<file path="src/memdec_pkg.sv">
// Constants and types shared by the memory-space decoder and its flash map.
// Assumes one core clock; all offsets are byte addresses in their own space.
package memdec_pkg;

	// Program space
	localparam int          PROG_SPACE_BYTES = 65536;
	localparam logic [15:0] FLASH16_TOP      = 16'h3fff;
	localparam logic [15:0] FLASH8_TOP       = 16'h1fff;
	localparam logic [15:0] LOCK16_ADDR      = 16'h3bff;
	localparam logic [15:0] LOCK8_ADDR       = 16'h1fff;

	// Internal data space
	localparam logic [7:0]  LOWER_TOP        = 8'h7f;
	localparam logic [7:0]  BIT_AREA_BASE    = 8'h20;
	localparam logic [7:0]  SFR_BIT_MASK     = 8'hf8;
	localparam int          BANK_BIT0_POS    = 3;
	localparam int          BANK_BIT1_POS    = 4;

	// Register locations in the direct space above the lower half
	localparam logic [7:0]  STACK_PTR_ADDR   = 8'h81;
	localparam logic [7:0]  DATA_POINTER_LOW_ADDR    = 8'h82;
	localparam logic [7:0]  DATA_POINTER_HIGH_ADDR   = 8'h83;
	localparam logic [7:0]  PAGE_SEL_ADDR    = 8'haa;

	// Values after reset
	localparam logic [7:0]  STACK_PTR_RESET  = 8'h07;
	localparam logic [7:0]  PAGE_SEL_RESET   = 8'h00;
	localparam logic [7:0]  DATA_POINTER_BYTE_RESET  = 8'h00;

	// On-chip external RAM
	localparam int          ONCHIP_EXTERNAL_RAM_BYTES       = 1024;
	localparam int          ONCHIP_EXTERNAL_RAM_AW          = 10;

	typedef enum logic [1:0] {
		MODE_DIRECT   = 2'h0,
		MODE_INDIRECT = 2'h1,
		MODE_REGISTER = 2'h2,
		MODE_BIT      = 2'h3
	} data_mode_t;

	typedef enum logic [3:0] {
		TGT_NONE  = 4'h1,
		TGT_LOWER = 4'h2,
		TGT_UPPER = 4'h4,
		TGT_SFR   = 4'h8
	} target_t;

endpackage

</file>
<file path="src/flash_map.sv">
// Registered decode of one program-space address onto the flash array.
// Assumes the requester holds at most one code access per cycle.
`timescale 1ns/1ps
module flash_map #(
	parameter int FLASH_KB = 16
) (
	input  wire logic        i_clk,
	input  wire logic        i_sys_rst,
	input  wire logic        i_req,
	input  wire logic [15:0] i_addr,
	output logic             o_valid,
	output logic             o_flash,
	output logic             o_lock,
	output logic             o_reserved,
	output logic             o_outside
);
	import memdec_pkg::*;

	initial begin
		if (FLASH_KB != 16 && FLASH_KB != 8)
			$error("flash_map: FLASH_KB must be 16 or 8");
	end

	localparam logic [15:0] TOP  = (FLASH_KB == 16) ? FLASH16_TOP : FLASH8_TOP;
	localparam logic [15:0] LOCK = (FLASH_KB == 16) ? LOCK16_ADDR : LOCK8_ADDR;

	typedef struct packed {
		logic valid;
		logic flash;
		logic lock;
		logic reserved;
		logic outside;
	} fm_state_t;

	fm_state_t s_q;
	fm_state_t s_d;

	always_comb begin
		s_d = '0;
		s_d.valid = i_req;
		if (i_req) begin
			s_d.outside  = (i_addr > TOP);
			s_d.lock     = (i_addr == LOCK);
			s_d.reserved = (i_addr > LOCK) && (i_addr <= TOP);
			s_d.flash    = (i_addr < LOCK);
		end
	end

	always_ff @(posedge i_clk or posedge i_sys_rst) begin
		if (i_sys_rst)
			s_q <= '0;
		else
			s_q <= s_d;
	end

	assign o_valid    = s_q.valid;
	assign o_flash    = s_q.flash;
	assign o_lock     = s_q.lock;
	assign o_reserved = s_q.reserved;
	assign o_outside  = s_q.outside;

	lock_byte_a: assert property (@(posedge i_clk) disable iff (i_sys_rst)
		i_req && i_addr == LOCK |=> o_lock && !o_flash && !o_reserved)
		else $error("lock byte not flagged");
	reserved_a: assert property (@(posedge i_clk) disable iff (i_sys_rst)
		i_req && i_addr > LOCK && i_addr <= TOP |=> o_reserved && !o_flash)
		else $error("reserved area taken as storage");
	flash_span_a: assert property (@(posedge i_clk) disable iff (i_sys_rst)
		i_req |=> o_valid && (o_outside == ($past(i_addr) > TOP)))
		else $error("flash span wrong");
	cover_lock_c: cover property (@(posedge i_clk) disable iff (i_sys_rst)
		o_valid && o_lock);

endmodule

</file>
<file path="src/mem_decoder.sv">
// Memory-space decoder of the core: code, internal data, stack, data pointer
// and on-chip external RAM addressing. Assumes the execution unit issues
// requests synchronous to i_clk and supplies index register contents.
`timescale 1ns/1ps
module mem_decoder #(
	parameter int FLASH_KB = 16
) (
	input  wire logic                   i_clk,
	input  wire logic                   i_sys_rst,
	input  wire logic                   i_code_req,
	input  wire logic [15:0]            i_code_addr,
	input  wire logic                   i_data_req,
	input  wire memdec_pkg::data_mode_t i_data_mode,
	input  wire logic [7:0]             i_data_addr,
	input  wire logic [2:0]             i_reg_num,
	input  wire logic                   i_index_sel,
	input  wire logic [7:0]             i_index_value,
	input  wire logic                   i_data_wr,
	input  wire logic [7:0]             i_data_wdata,
	input  wire logic [7:0]             i_program_status_word,
	input  wire logic                   i_push,
	input  wire logic                   i_pop,
	input  wire logic                   i_data_pointer_load,
	input  wire logic [15:0]            i_data_pointer_value,
	input  wire logic                   i_xmove_req,
	input  wire logic                   i_xmove_wr,
	input  wire logic                   i_xmove_wide,
	input  wire logic                   i_xmove_flash_wr_en,
	output logic                        o_code_valid,
	output logic                        o_code_flash,
	output logic                        o_code_lock,
	output logic                        o_code_reserved,
	output logic                        o_code_outside,
	output logic                        o_data_valid,
	output memdec_pkg::target_t         o_data_target,
	output logic [7:0]                  o_data_addr,
	output logic                        o_data_is_bit,
	output logic [2:0]                  o_data_bit_pos,
	output logic                        o_data_we,
	output logic                        o_sfr_rvalid,
	output logic [7:0]                  o_sfr_rdata,
	output logic [4:0]                  o_index_loc,
	output logic                        o_stack_valid,
	output logic                        o_stack_we,
	output logic [7:0]                  o_stack_addr,
	output logic [7:0]                  o_stack_pointer,
	output logic [15:0]                 o_data_pointer,
	output logic [7:0]                  o_page_select,
	output logic                        o_onchip_external_ram_valid,
	output logic                        o_onchip_external_ram_we,
	output logic [9:0]                  o_onchip_external_ram_addr,
	output logic                        o_flash_wr_valid,
	output logic [15:0]                 o_flash_wr_addr
);
	import memdec_pkg::*;

	initial begin
		if (ONCHIP_EXTERNAL_RAM_AW != 10 || ONCHIP_EXTERNAL_RAM_BYTES != (1 << ONCHIP_EXTERNAL_RAM_AW))
			$error("mem_decoder: external RAM must be 1 kB");
		if (PROG_SPACE_BYTES != 65536)
			$error("mem_decoder: program space must be 64 kB");
	end

	typedef struct packed {
		logic [7:0]  sp;
		logic [7:0]  data_pointer_high;
		logic [7:0]  data_pointer_low;
		logic [7:0]  page;
		logic        data_valid;
		target_t     tgt;
		logic [7:0]  data_addr;
		logic        is_bit;
		logic [2:0]  bit_pos;
		logic        data_we;
		logic        sfr_rvalid;
		logic [7:0]  sfr_rdata;
		logic [4:0]  index_loc;
		logic        stack_valid;
		logic        stack_we;
		logic [7:0]  stack_addr;
		logic        onchip_external_ram_valid;
		logic        onchip_external_ram_we;
		logic [9:0]  onchip_external_ram_addr;
		logic        fwr_valid;
		logic [15:0] fwr_addr;
	} dec_state_t;

	localparam dec_state_t RESET_STATE = '{
		sp:        STACK_PTR_RESET,
		data_pointer_high:       DATA_POINTER_BYTE_RESET,
		data_pointer_low:       DATA_POINTER_BYTE_RESET,
		page:      PAGE_SEL_RESET,
		tgt:       TGT_NONE,
		default:   '0
	};

	dec_state_t s_q;
	dec_state_t s_d;

	logic [1:0]  bank;
	logic [15:0] xaddr;
	logic        sfr_write;

	// Register banks are chosen by the two bank-select bits of the status word
	assign bank = {i_program_status_word[BANK_BIT1_POS],
	               i_program_status_word[BANK_BIT0_POS]};

	// Narrow form borrows the page as high byte; wide form takes the pointer
	assign xaddr = i_xmove_wide ? {s_q.data_pointer_high, s_q.data_pointer_low}
	                            : {s_q.page, i_index_value};

	assign sfr_write = i_data_req && i_data_wr && i_data_mode == MODE_DIRECT
	                   && i_data_addr > LOWER_TOP;

	always_comb begin
		s_d = s_q;
		s_d.data_valid  = i_data_req;
		s_d.data_we     = i_data_req && i_data_wr;
		s_d.sfr_rvalid  = 1'b0;
		s_d.stack_valid = 1'b0;
		s_d.stack_we    = 1'b0;
		s_d.onchip_external_ram_valid  = 1'b0;
		s_d.onchip_external_ram_we     = 1'b0;
		s_d.fwr_valid   = 1'b0;
		s_d.index_loc   = {bank, 2'b00, i_index_sel};

		if (i_data_req) begin
			s_d.is_bit  = 1'b0;
			s_d.bit_pos = 3'h0;
			case (i_data_mode)
			MODE_DIRECT: begin
				s_d.data_addr = i_data_addr;
				s_d.tgt = (i_data_addr > LOWER_TOP) ? TGT_SFR
				                                    : TGT_LOWER;
			end
			MODE_INDIRECT: begin
				s_d.data_addr = i_index_value;
				s_d.tgt = (i_index_value > LOWER_TOP) ? TGT_UPPER
				                                      : TGT_LOWER;
			end
			MODE_REGISTER: begin
				s_d.data_addr = {3'h0, bank, i_reg_num};
				s_d.tgt = TGT_LOWER;
			end
			MODE_BIT: begin
				// Operand class alone makes this a bit access
				s_d.is_bit  = 1'b1;
				s_d.bit_pos = i_data_addr[2:0];
				if (i_data_addr > LOWER_TOP) begin
					s_d.data_addr = i_data_addr & SFR_BIT_MASK;
					s_d.tgt = TGT_SFR;
				end else begin
					s_d.data_addr = BIT_AREA_BASE
					                + {4'h0, i_data_addr[6:3]};
					s_d.tgt = TGT_LOWER;
				end
			end
			default: begin
				s_d.data_addr = i_data_addr;
				s_d.tgt = TGT_NONE;
			end
			endcase
		end

		// Own register reads answer one cycle later with pre-write contents
		if (i_data_req && !i_data_wr && i_data_mode == MODE_DIRECT) begin
			case (i_data_addr)
			STACK_PTR_ADDR: begin
				s_d.sfr_rvalid = 1'b1;
				s_d.sfr_rdata  = s_q.sp;
			end
			DATA_POINTER_LOW_ADDR: begin
				s_d.sfr_rvalid = 1'b1;
				s_d.sfr_rdata  = s_q.data_pointer_low;
			end
			DATA_POINTER_HIGH_ADDR: begin
				s_d.sfr_rvalid = 1'b1;
				s_d.sfr_rdata  = s_q.data_pointer_high;
			end
			PAGE_SEL_ADDR: begin
				s_d.sfr_rvalid = 1'b1;
				s_d.sfr_rdata  = s_q.page;
			end
			default: s_d.sfr_rvalid = 1'b0;
			endcase
		end

		if (sfr_write) begin
			case (i_data_addr)
			STACK_PTR_ADDR: s_d.sp   = i_data_wdata;
			DATA_POINTER_LOW_ADDR:  s_d.data_pointer_low  = i_data_wdata;
			DATA_POINTER_HIGH_ADDR: s_d.data_pointer_high  = i_data_wdata;
			PAGE_SEL_ADDR:  s_d.page = i_data_wdata;
			default:        s_d.page = s_q.page;
			endcase
		end

		// A whole-pointer load wins over a byte write in the same cycle
		if (i_data_pointer_load) begin
			s_d.data_pointer_high = i_data_pointer_value[15:8];
			s_d.data_pointer_low = i_data_pointer_value[7:0];
		end

		// Stack wraps at 8 bits, so any start and any depth up to 256 works
		if (i_push) begin
			s_d.stack_valid = 1'b1;
			s_d.stack_we    = 1'b1;
			s_d.stack_addr  = s_q.sp + 8'h01;
			s_d.sp          = s_q.sp + 8'h01;
		end else if (i_pop) begin
			s_d.stack_valid = 1'b1;
			s_d.stack_addr  = s_q.sp;
			s_d.sp          = s_q.sp - 8'h01;
		end

		if (i_xmove_req) begin
			if (i_xmove_wr && i_xmove_flash_wr_en) begin
				s_d.fwr_valid = 1'b1;
				s_d.fwr_addr  = xaddr;
			end else begin
				s_d.onchip_external_ram_valid = 1'b1;
				s_d.onchip_external_ram_we    = i_xmove_wr;
				s_d.onchip_external_ram_addr  = xaddr[ONCHIP_EXTERNAL_RAM_AW-1:0];
			end
		end
	end

	always_ff @(posedge i_clk or posedge i_sys_rst) begin
		if (i_sys_rst)
			s_q <= RESET_STATE;
		else
			s_q <= s_d;
	end

	flash_map #(
		.FLASH_KB (FLASH_KB)
	) u_flash_map (
		.i_clk      (i_clk),
		.i_sys_rst  (i_sys_rst),
		.i_req      (i_code_req),
		.i_addr     (i_code_addr),
		.o_valid    (o_code_valid),
		.o_flash    (o_code_flash),
		.o_lock     (o_code_lock),
		.o_reserved (o_code_reserved),
		.o_outside  (o_code_outside)
	);

	assign o_data_valid     = s_q.data_valid;
	assign o_data_target    = s_q.tgt;
	assign o_data_addr      = s_q.data_addr;
	assign o_data_is_bit    = s_q.is_bit;
	assign o_data_bit_pos   = s_q.bit_pos;
	assign o_data_we        = s_q.data_we;
	assign o_sfr_rvalid     = s_q.sfr_rvalid;
	assign o_sfr_rdata      = s_q.sfr_rdata;
	assign o_index_loc      = s_q.index_loc;
	assign o_stack_valid    = s_q.stack_valid;
	assign o_stack_we       = s_q.stack_we;
	assign o_stack_addr     = s_q.stack_addr;
	assign o_stack_pointer  = s_q.sp;
	assign o_data_pointer   = {s_q.data_pointer_high, s_q.data_pointer_low};
	assign o_page_select    = s_q.page;
	assign o_onchip_external_ram_valid     = s_q.onchip_external_ram_valid;
	assign o_onchip_external_ram_we        = s_q.onchip_external_ram_we;
	assign o_onchip_external_ram_addr      = s_q.onchip_external_ram_addr;
	assign o_flash_wr_valid = s_q.fwr_valid;
	assign o_flash_wr_addr  = s_q.fwr_addr;

	push_addr_a: assert property (@(posedge i_clk) disable iff (i_sys_rst)
		i_push |=> o_stack_we && o_stack_addr == $past(o_stack_pointer) + 8'h01
		        && o_stack_pointer == o_stack_addr)
		else $error("push address or pointer wrong");
	sp_reset_a: assert property (@(posedge i_clk)
		i_sys_rst |=> o_stack_pointer == STACK_PTR_RESET || i_sys_rst
		              || $past(i_push) || $past(i_pop) || $past(sfr_write))
		else $error("stack pointer not 0x07 after reset");
	direct_sfr_a: assert property (@(posedge i_clk) disable iff (i_sys_rst)
		i_data_req && i_data_mode == MODE_DIRECT && i_data_addr[7]
		|=> o_data_target == TGT_SFR && !o_data_is_bit)
		else $error("direct high access not sent to registers");
	indirect_up_a: assert property (@(posedge i_clk) disable iff (i_sys_rst)
		i_data_req && i_data_mode == MODE_INDIRECT
		|=> o_data_addr == $past(i_index_value)
		 && (o_data_target == (o_data_addr[7] ? TGT_UPPER : TGT_LOWER)))
		else $error("indirect access misrouted");
	bank_reg_a: assert property (@(posedge i_clk) disable iff (i_sys_rst)
		i_data_req && i_data_mode == MODE_REGISTER
		|=> o_data_addr == {3'h0, $past(i_program_status_word[4:3]),
		                    $past(i_reg_num)})
		else $error("register operand outside active bank");
	bit_addr_a: assert property (@(posedge i_clk) disable iff (i_sys_rst)
		i_data_req && i_data_mode == MODE_BIT && !i_data_addr[7]
		|=> o_data_is_bit && o_data_addr[7:4] == 4'h2
		 && {o_data_addr[3:0], o_data_bit_pos} == $past(i_data_addr[6:0]))
		else $error("bit address decode wrong");
	onchip_external_ram_wide_a: assert property (@(posedge i_clk) disable iff (i_sys_rst)
		i_xmove_req && i_xmove_wide && !i_xmove_wr && !i_data_pointer_load
		|=> o_onchip_external_ram_valid && o_onchip_external_ram_addr == $past(o_data_pointer[9:0]))
		else $error("wide external move address wrong");
	onchip_external_ram_page_a: assert property (@(posedge i_clk) disable iff (i_sys_rst)
		i_xmove_req && !i_xmove_wide && !i_xmove_flash_wr_en
		|=> o_onchip_external_ram_valid && o_onchip_external_ram_addr
		    == {$past(o_page_select[1:0]), $past(i_index_value)})
		else $error("paged external move address wrong");
	flash_wr_a: assert property (@(posedge i_clk) disable iff (i_sys_rst)
		i_xmove_req && i_xmove_wr && i_xmove_flash_wr_en
		|=> o_flash_wr_valid && !o_onchip_external_ram_valid)
		else $error("flash write mode not honoured");
	data_pointer_bytes_a: assert property (@(posedge i_clk) disable iff (i_sys_rst)
		i_data_req && !i_data_wr && i_data_mode == MODE_DIRECT
		&& i_data_addr == DATA_POINTER_HIGH_ADDR
		|=> o_sfr_rvalid && o_sfr_rdata == $past(o_data_pointer[15:8]))
		else $error("data pointer high byte read wrong");

	cover_push_c: cover property (@(posedge i_clk) disable iff (i_sys_rst)
		o_stack_valid && o_stack_we ##1 o_stack_valid && !o_stack_we);
	cover_upper_c: cover property (@(posedge i_clk) disable iff (i_sys_rst)
		o_data_valid && o_data_target == TGT_UPPER);
	cover_onchip_external_ram_c: cover property (@(posedge i_clk) disable iff (i_sys_rst)
		o_onchip_external_ram_valid && o_onchip_external_ram_we);
	cover_fwr_c: cover property (@(posedge i_clk) disable iff (i_sys_rst)
		o_flash_wr_valid);

endmodule

</file>
<file path="config.mk">
export PLATFORM = sky130hd
export DESIGN_NAME = mem_decoder
export DESIGN_NICKNAME = d
export VERILOG_FILES = /design/src/memdec_pkg.sv /design/src/flash_map.sv /design/src/mem_decoder.sv
export SDC_FILE = /design/constraint.sdc
export NUM_CORES = 1
export LEC_CHECK = 0
export BUFFER_PORTS_ARGS = -buffer_cell sky130_fd_sc_hd__buf_2
export CAP_MARGIN = 0
export CORE_UTILIZATION = 53
export CTS_CLUSTER_SIZE = 12
export DETAILED_ROUTE_END_ITERATION = 16
export PLACE_DENSITY = 0.9
export SLEW_MARGIN = 20
export SYNTH_ARGS = -nofsm -noshare
export SYNTH_HDL_FRONTEND = slang
export SYNTH_SLANG_ARGS = --single-unit
export TNS_END_PERCENT = 30
</file>
<file path="constraint.sdc">
create_clock -name i_clk -period 7.6 [get_ports i_clk]
set_input_delay 0.76 -clock i_clk [delete_from_list [all_inputs] [get_ports i_clk]]
set_output_delay 0.76 -clock i_clk [all_outputs]
set_load 0.01 [all_outputs]
</file>
==> results.json <==
{
  "synth_top_area_frac": 0.499,
  "yosys_most_used_dff": "dfrtp_1",
  "overflow": 0,
  "syn_inst": 512,
  "fin_hold_ws_ns": 0.384,
  "cts_root_buf": "clkbuf_8",
  "cts_hold_buffers": 0,
  "cts_setup_buffers": 0,
  "hold_viol": 0,
  "routed_wl_um": 14400,
  "yosysTopAreaCell": "dfrtp_1",
  "dieWidth_um": 100,
  "dr.first_iter.drc_count": 371,
  "relSlewSlack": 0.440,
  "cp.required_ns": 7.84,
  "cts.htree.levels": 3,
  "nets": 757,
  "grt_pass1_wl_um": 22300,
  "clkTransAtPathRegs_ns": 0.12,
  "placed_cell_area_um2": 6050,
  "post_synth.cell_area_avg_um2": 9.99,
  "async_reset_ff_frac": 1.00,
  "setup_viol": 0,
  "ys_seq_area_frac": 0.520,
  "die-area_um2": 10000,
  "worst_pin_slew_ns": 0.840,
  "cts_tree": "yes",
  "final_cell_area_um2": 6250,
  "power_density_nw_per_um2": 226,
  "ir_drop_mv": 0.0987,
  "rows": 35,
  "grt_max_degree": 68,
  "syn_area_um2": 5110,
  "rsz0062_at_grt": "false",
  "clockBufferDepth": 2,
  "ant_nets": 0,
  "via_per_inst": 5.80,
  "avgRoutedWirePerCell_um": 17.8,
  "final_layout_size_suffix_gt1_frac": 0.342,
  "pre_cts_ws_ns": 4.49,
  "crit_type": "input port to flip-flop",
  "fillers": 739,
  "antenna_cells": 0,
  "io_buffers": 181,
  "synth_seq_cells": 106,
  "cp-end-kind": "flip-flop",
  "cts_resized": 0,
  "synth_most_common_cell": "dfrtp_1",
  "critPathMaxFanout": 12,
  "die_y_um": 100,
  "power_leakage_nw": 3.10,
  "synth.area.top_cells": "dfrtp_1 (50%), mux2i_1 (8.2%), nand2_1 (4.8%)",
  "numClockSinks": 106,
  "seqCellArea_um2": 2660,
  "dpl.hpwl_um": 10600,
  "fin_ws_ns": 4.74,
  "grt_pass1_vias": 4322,
  "post-route-util": 0.673,
  "tns_ns": 0,
  "area_delta_synth_final_pct": 22.2,
  "clock_latency_ns": 0.38,
  "antenna_found_initial": 0,
  "design.portCount": 190,
  "drcViolationCount": 0,
  "startpoint_type": "input port",
  "routabilityCongestion": 0.825,
  "synth_edf_count": 0,
  "core_area_um2": 9280,
  "max_clock_freq_mhz": 350,
  "via_count": 4681,
  "yosysUniqueCellTypes": 59,
  "critPathArrivalTime_ns": 3.10,
  "initial_utilization": 0.551,
  "multiInputGateArea_um2": 2240,
  "period_share": 0.376,
  "outcome": "completed",
  "skew_ns": 0.0152,
  "slew_violations": 0,
  "max_cap_violations": 0,
  "fin_crit_ns": 2.86,
  "grt_usage": 0.291,
  "ys_warn_count": 0,
  "yosys-top-cells-count": "dfrtp_1 (102), nand2_1 (65), mux2i_1 (42)",
  "hold_class": "input port to async pin",
  "firstDrtPassIters": 5,
  "cts_buffers": 9
}
-- sequential cells by signal, indices dropped and copies added, names as in the netlist, 3 cells and up --
signal	flops
o_page_select	8
o_index_loc	3
o_data_pointer	16
o_stack_pointer	8
o_flash_wr_addr	16
o_data_addr	8
o_sfr_rdata	8
o_onchip_external_ram_addr	10
o_data_bit_pos	3
o_stack_addr	8
o_data_target	4
-- where the power goes --
| group | leakage [nW] | switching (mW) | internal [mW] | total, mW |
|---|---|---|---|---|
| registers | 1.33 | 0.0845 | 0.639 | 0.724 |
| logic | 1.67 | 0.197 | 0.152 | 0.349 |
| clock network | 0.0964 | 0.214 | 0.128 | 0.342 |
-- critical path, cell delays in order --
cell	delay [ns]
buf_2	0.20
nor4b_2	0.51
nand2_1	0.47
nor4_4	0.78
mux2i_1	0.29
o21ai_1	0.08
-- path summary, 6_finish.rpt --
path,startpoint,slack (ns),to,depth (start not counted)
hold reg to reg,o_flash_wr_addr[0]$_DFFE_PP0P_,0.49,o_flash_wr_addr[0]$_DFFE_PP0P_,2
min in group i_clk,i_index_sel,0.48,o_index_loc[0]$_DFF_PP0_,1
setup / recovery,i_data_addr[7],4.74,o_data_pointer[7]$_DFFE_PP0P_,6
setup reg to reg,o_stack_pointer[0]$_DFFE_PP1P_,5.27,o_stack_pointer[7]$_DFFE_PP0P_,5
max in group asynchronous,i_sys_rst,5.97,o_data_pointer[11]$_DFFE_PP0P_,3
hold / removal,i_sys_rst,0.38,o_data_target[2]$_DFFE_PP0P_,2
-- logic make-up (layout without fill, tap and decap cells) --
group	Yosys count	in the layout	synth area share
multiplexers	58	58	0.124
buffers and inverters	53	218	0.0436
flip-flops	106	106	0.520
AND/OR/NAND/NOR	159	159	0.154
other	1	2	0.000733
AO/OA/AOI/OAI	133	133	0.153
adder cells (fa/ha/maj)	2	2	0.00489
-- stage by stage --
stage,std cells,power [mW]
detailed placement,791,1.08
global placement,791,1.06
floorplan,513,0.932
global route,807,1.49
finish,807,1.41
CTS,807,1.42
-- cell type report --
cell class	instances	share of cell area
clock inverters	7	0.0110
well taps	129	0.0258
multi-input cells	354	0.359
clock buffers	9	0.0198
inverters	19	0.0118
flip-flops and latches	106	0.425
repair buffers	183	0.147
-- routing by layer --
metal	up-vias	wire length (um)	global-route usage
li1	2143	-	-
met1	2252	5760	0.386
met2	254	7020	0.481
met3	32	1220	0.0522
met4	0	365	0.101
met5	-	0	0
-- layout by cell type, fill, tap and decap left out, types with 4 or more instances in the layout --
cell,count
nor3_1,7
clkbuf_8,9
o21ai_1,17
nand2_1,65
dfrtp_1,102
o21ai_0,41
nor2b_1,9
a21oi_1,31
buf_2,181
dfstp_2,4
nand4_1,4
mux2_2,13
inv_1,18
a22oi_1,4
nand3_1,8
mux2i_1,42
nor2_1,37
a31oi_1,5
o22ai_1,10
Note: power is estimated with default switching activity, not from simulation.
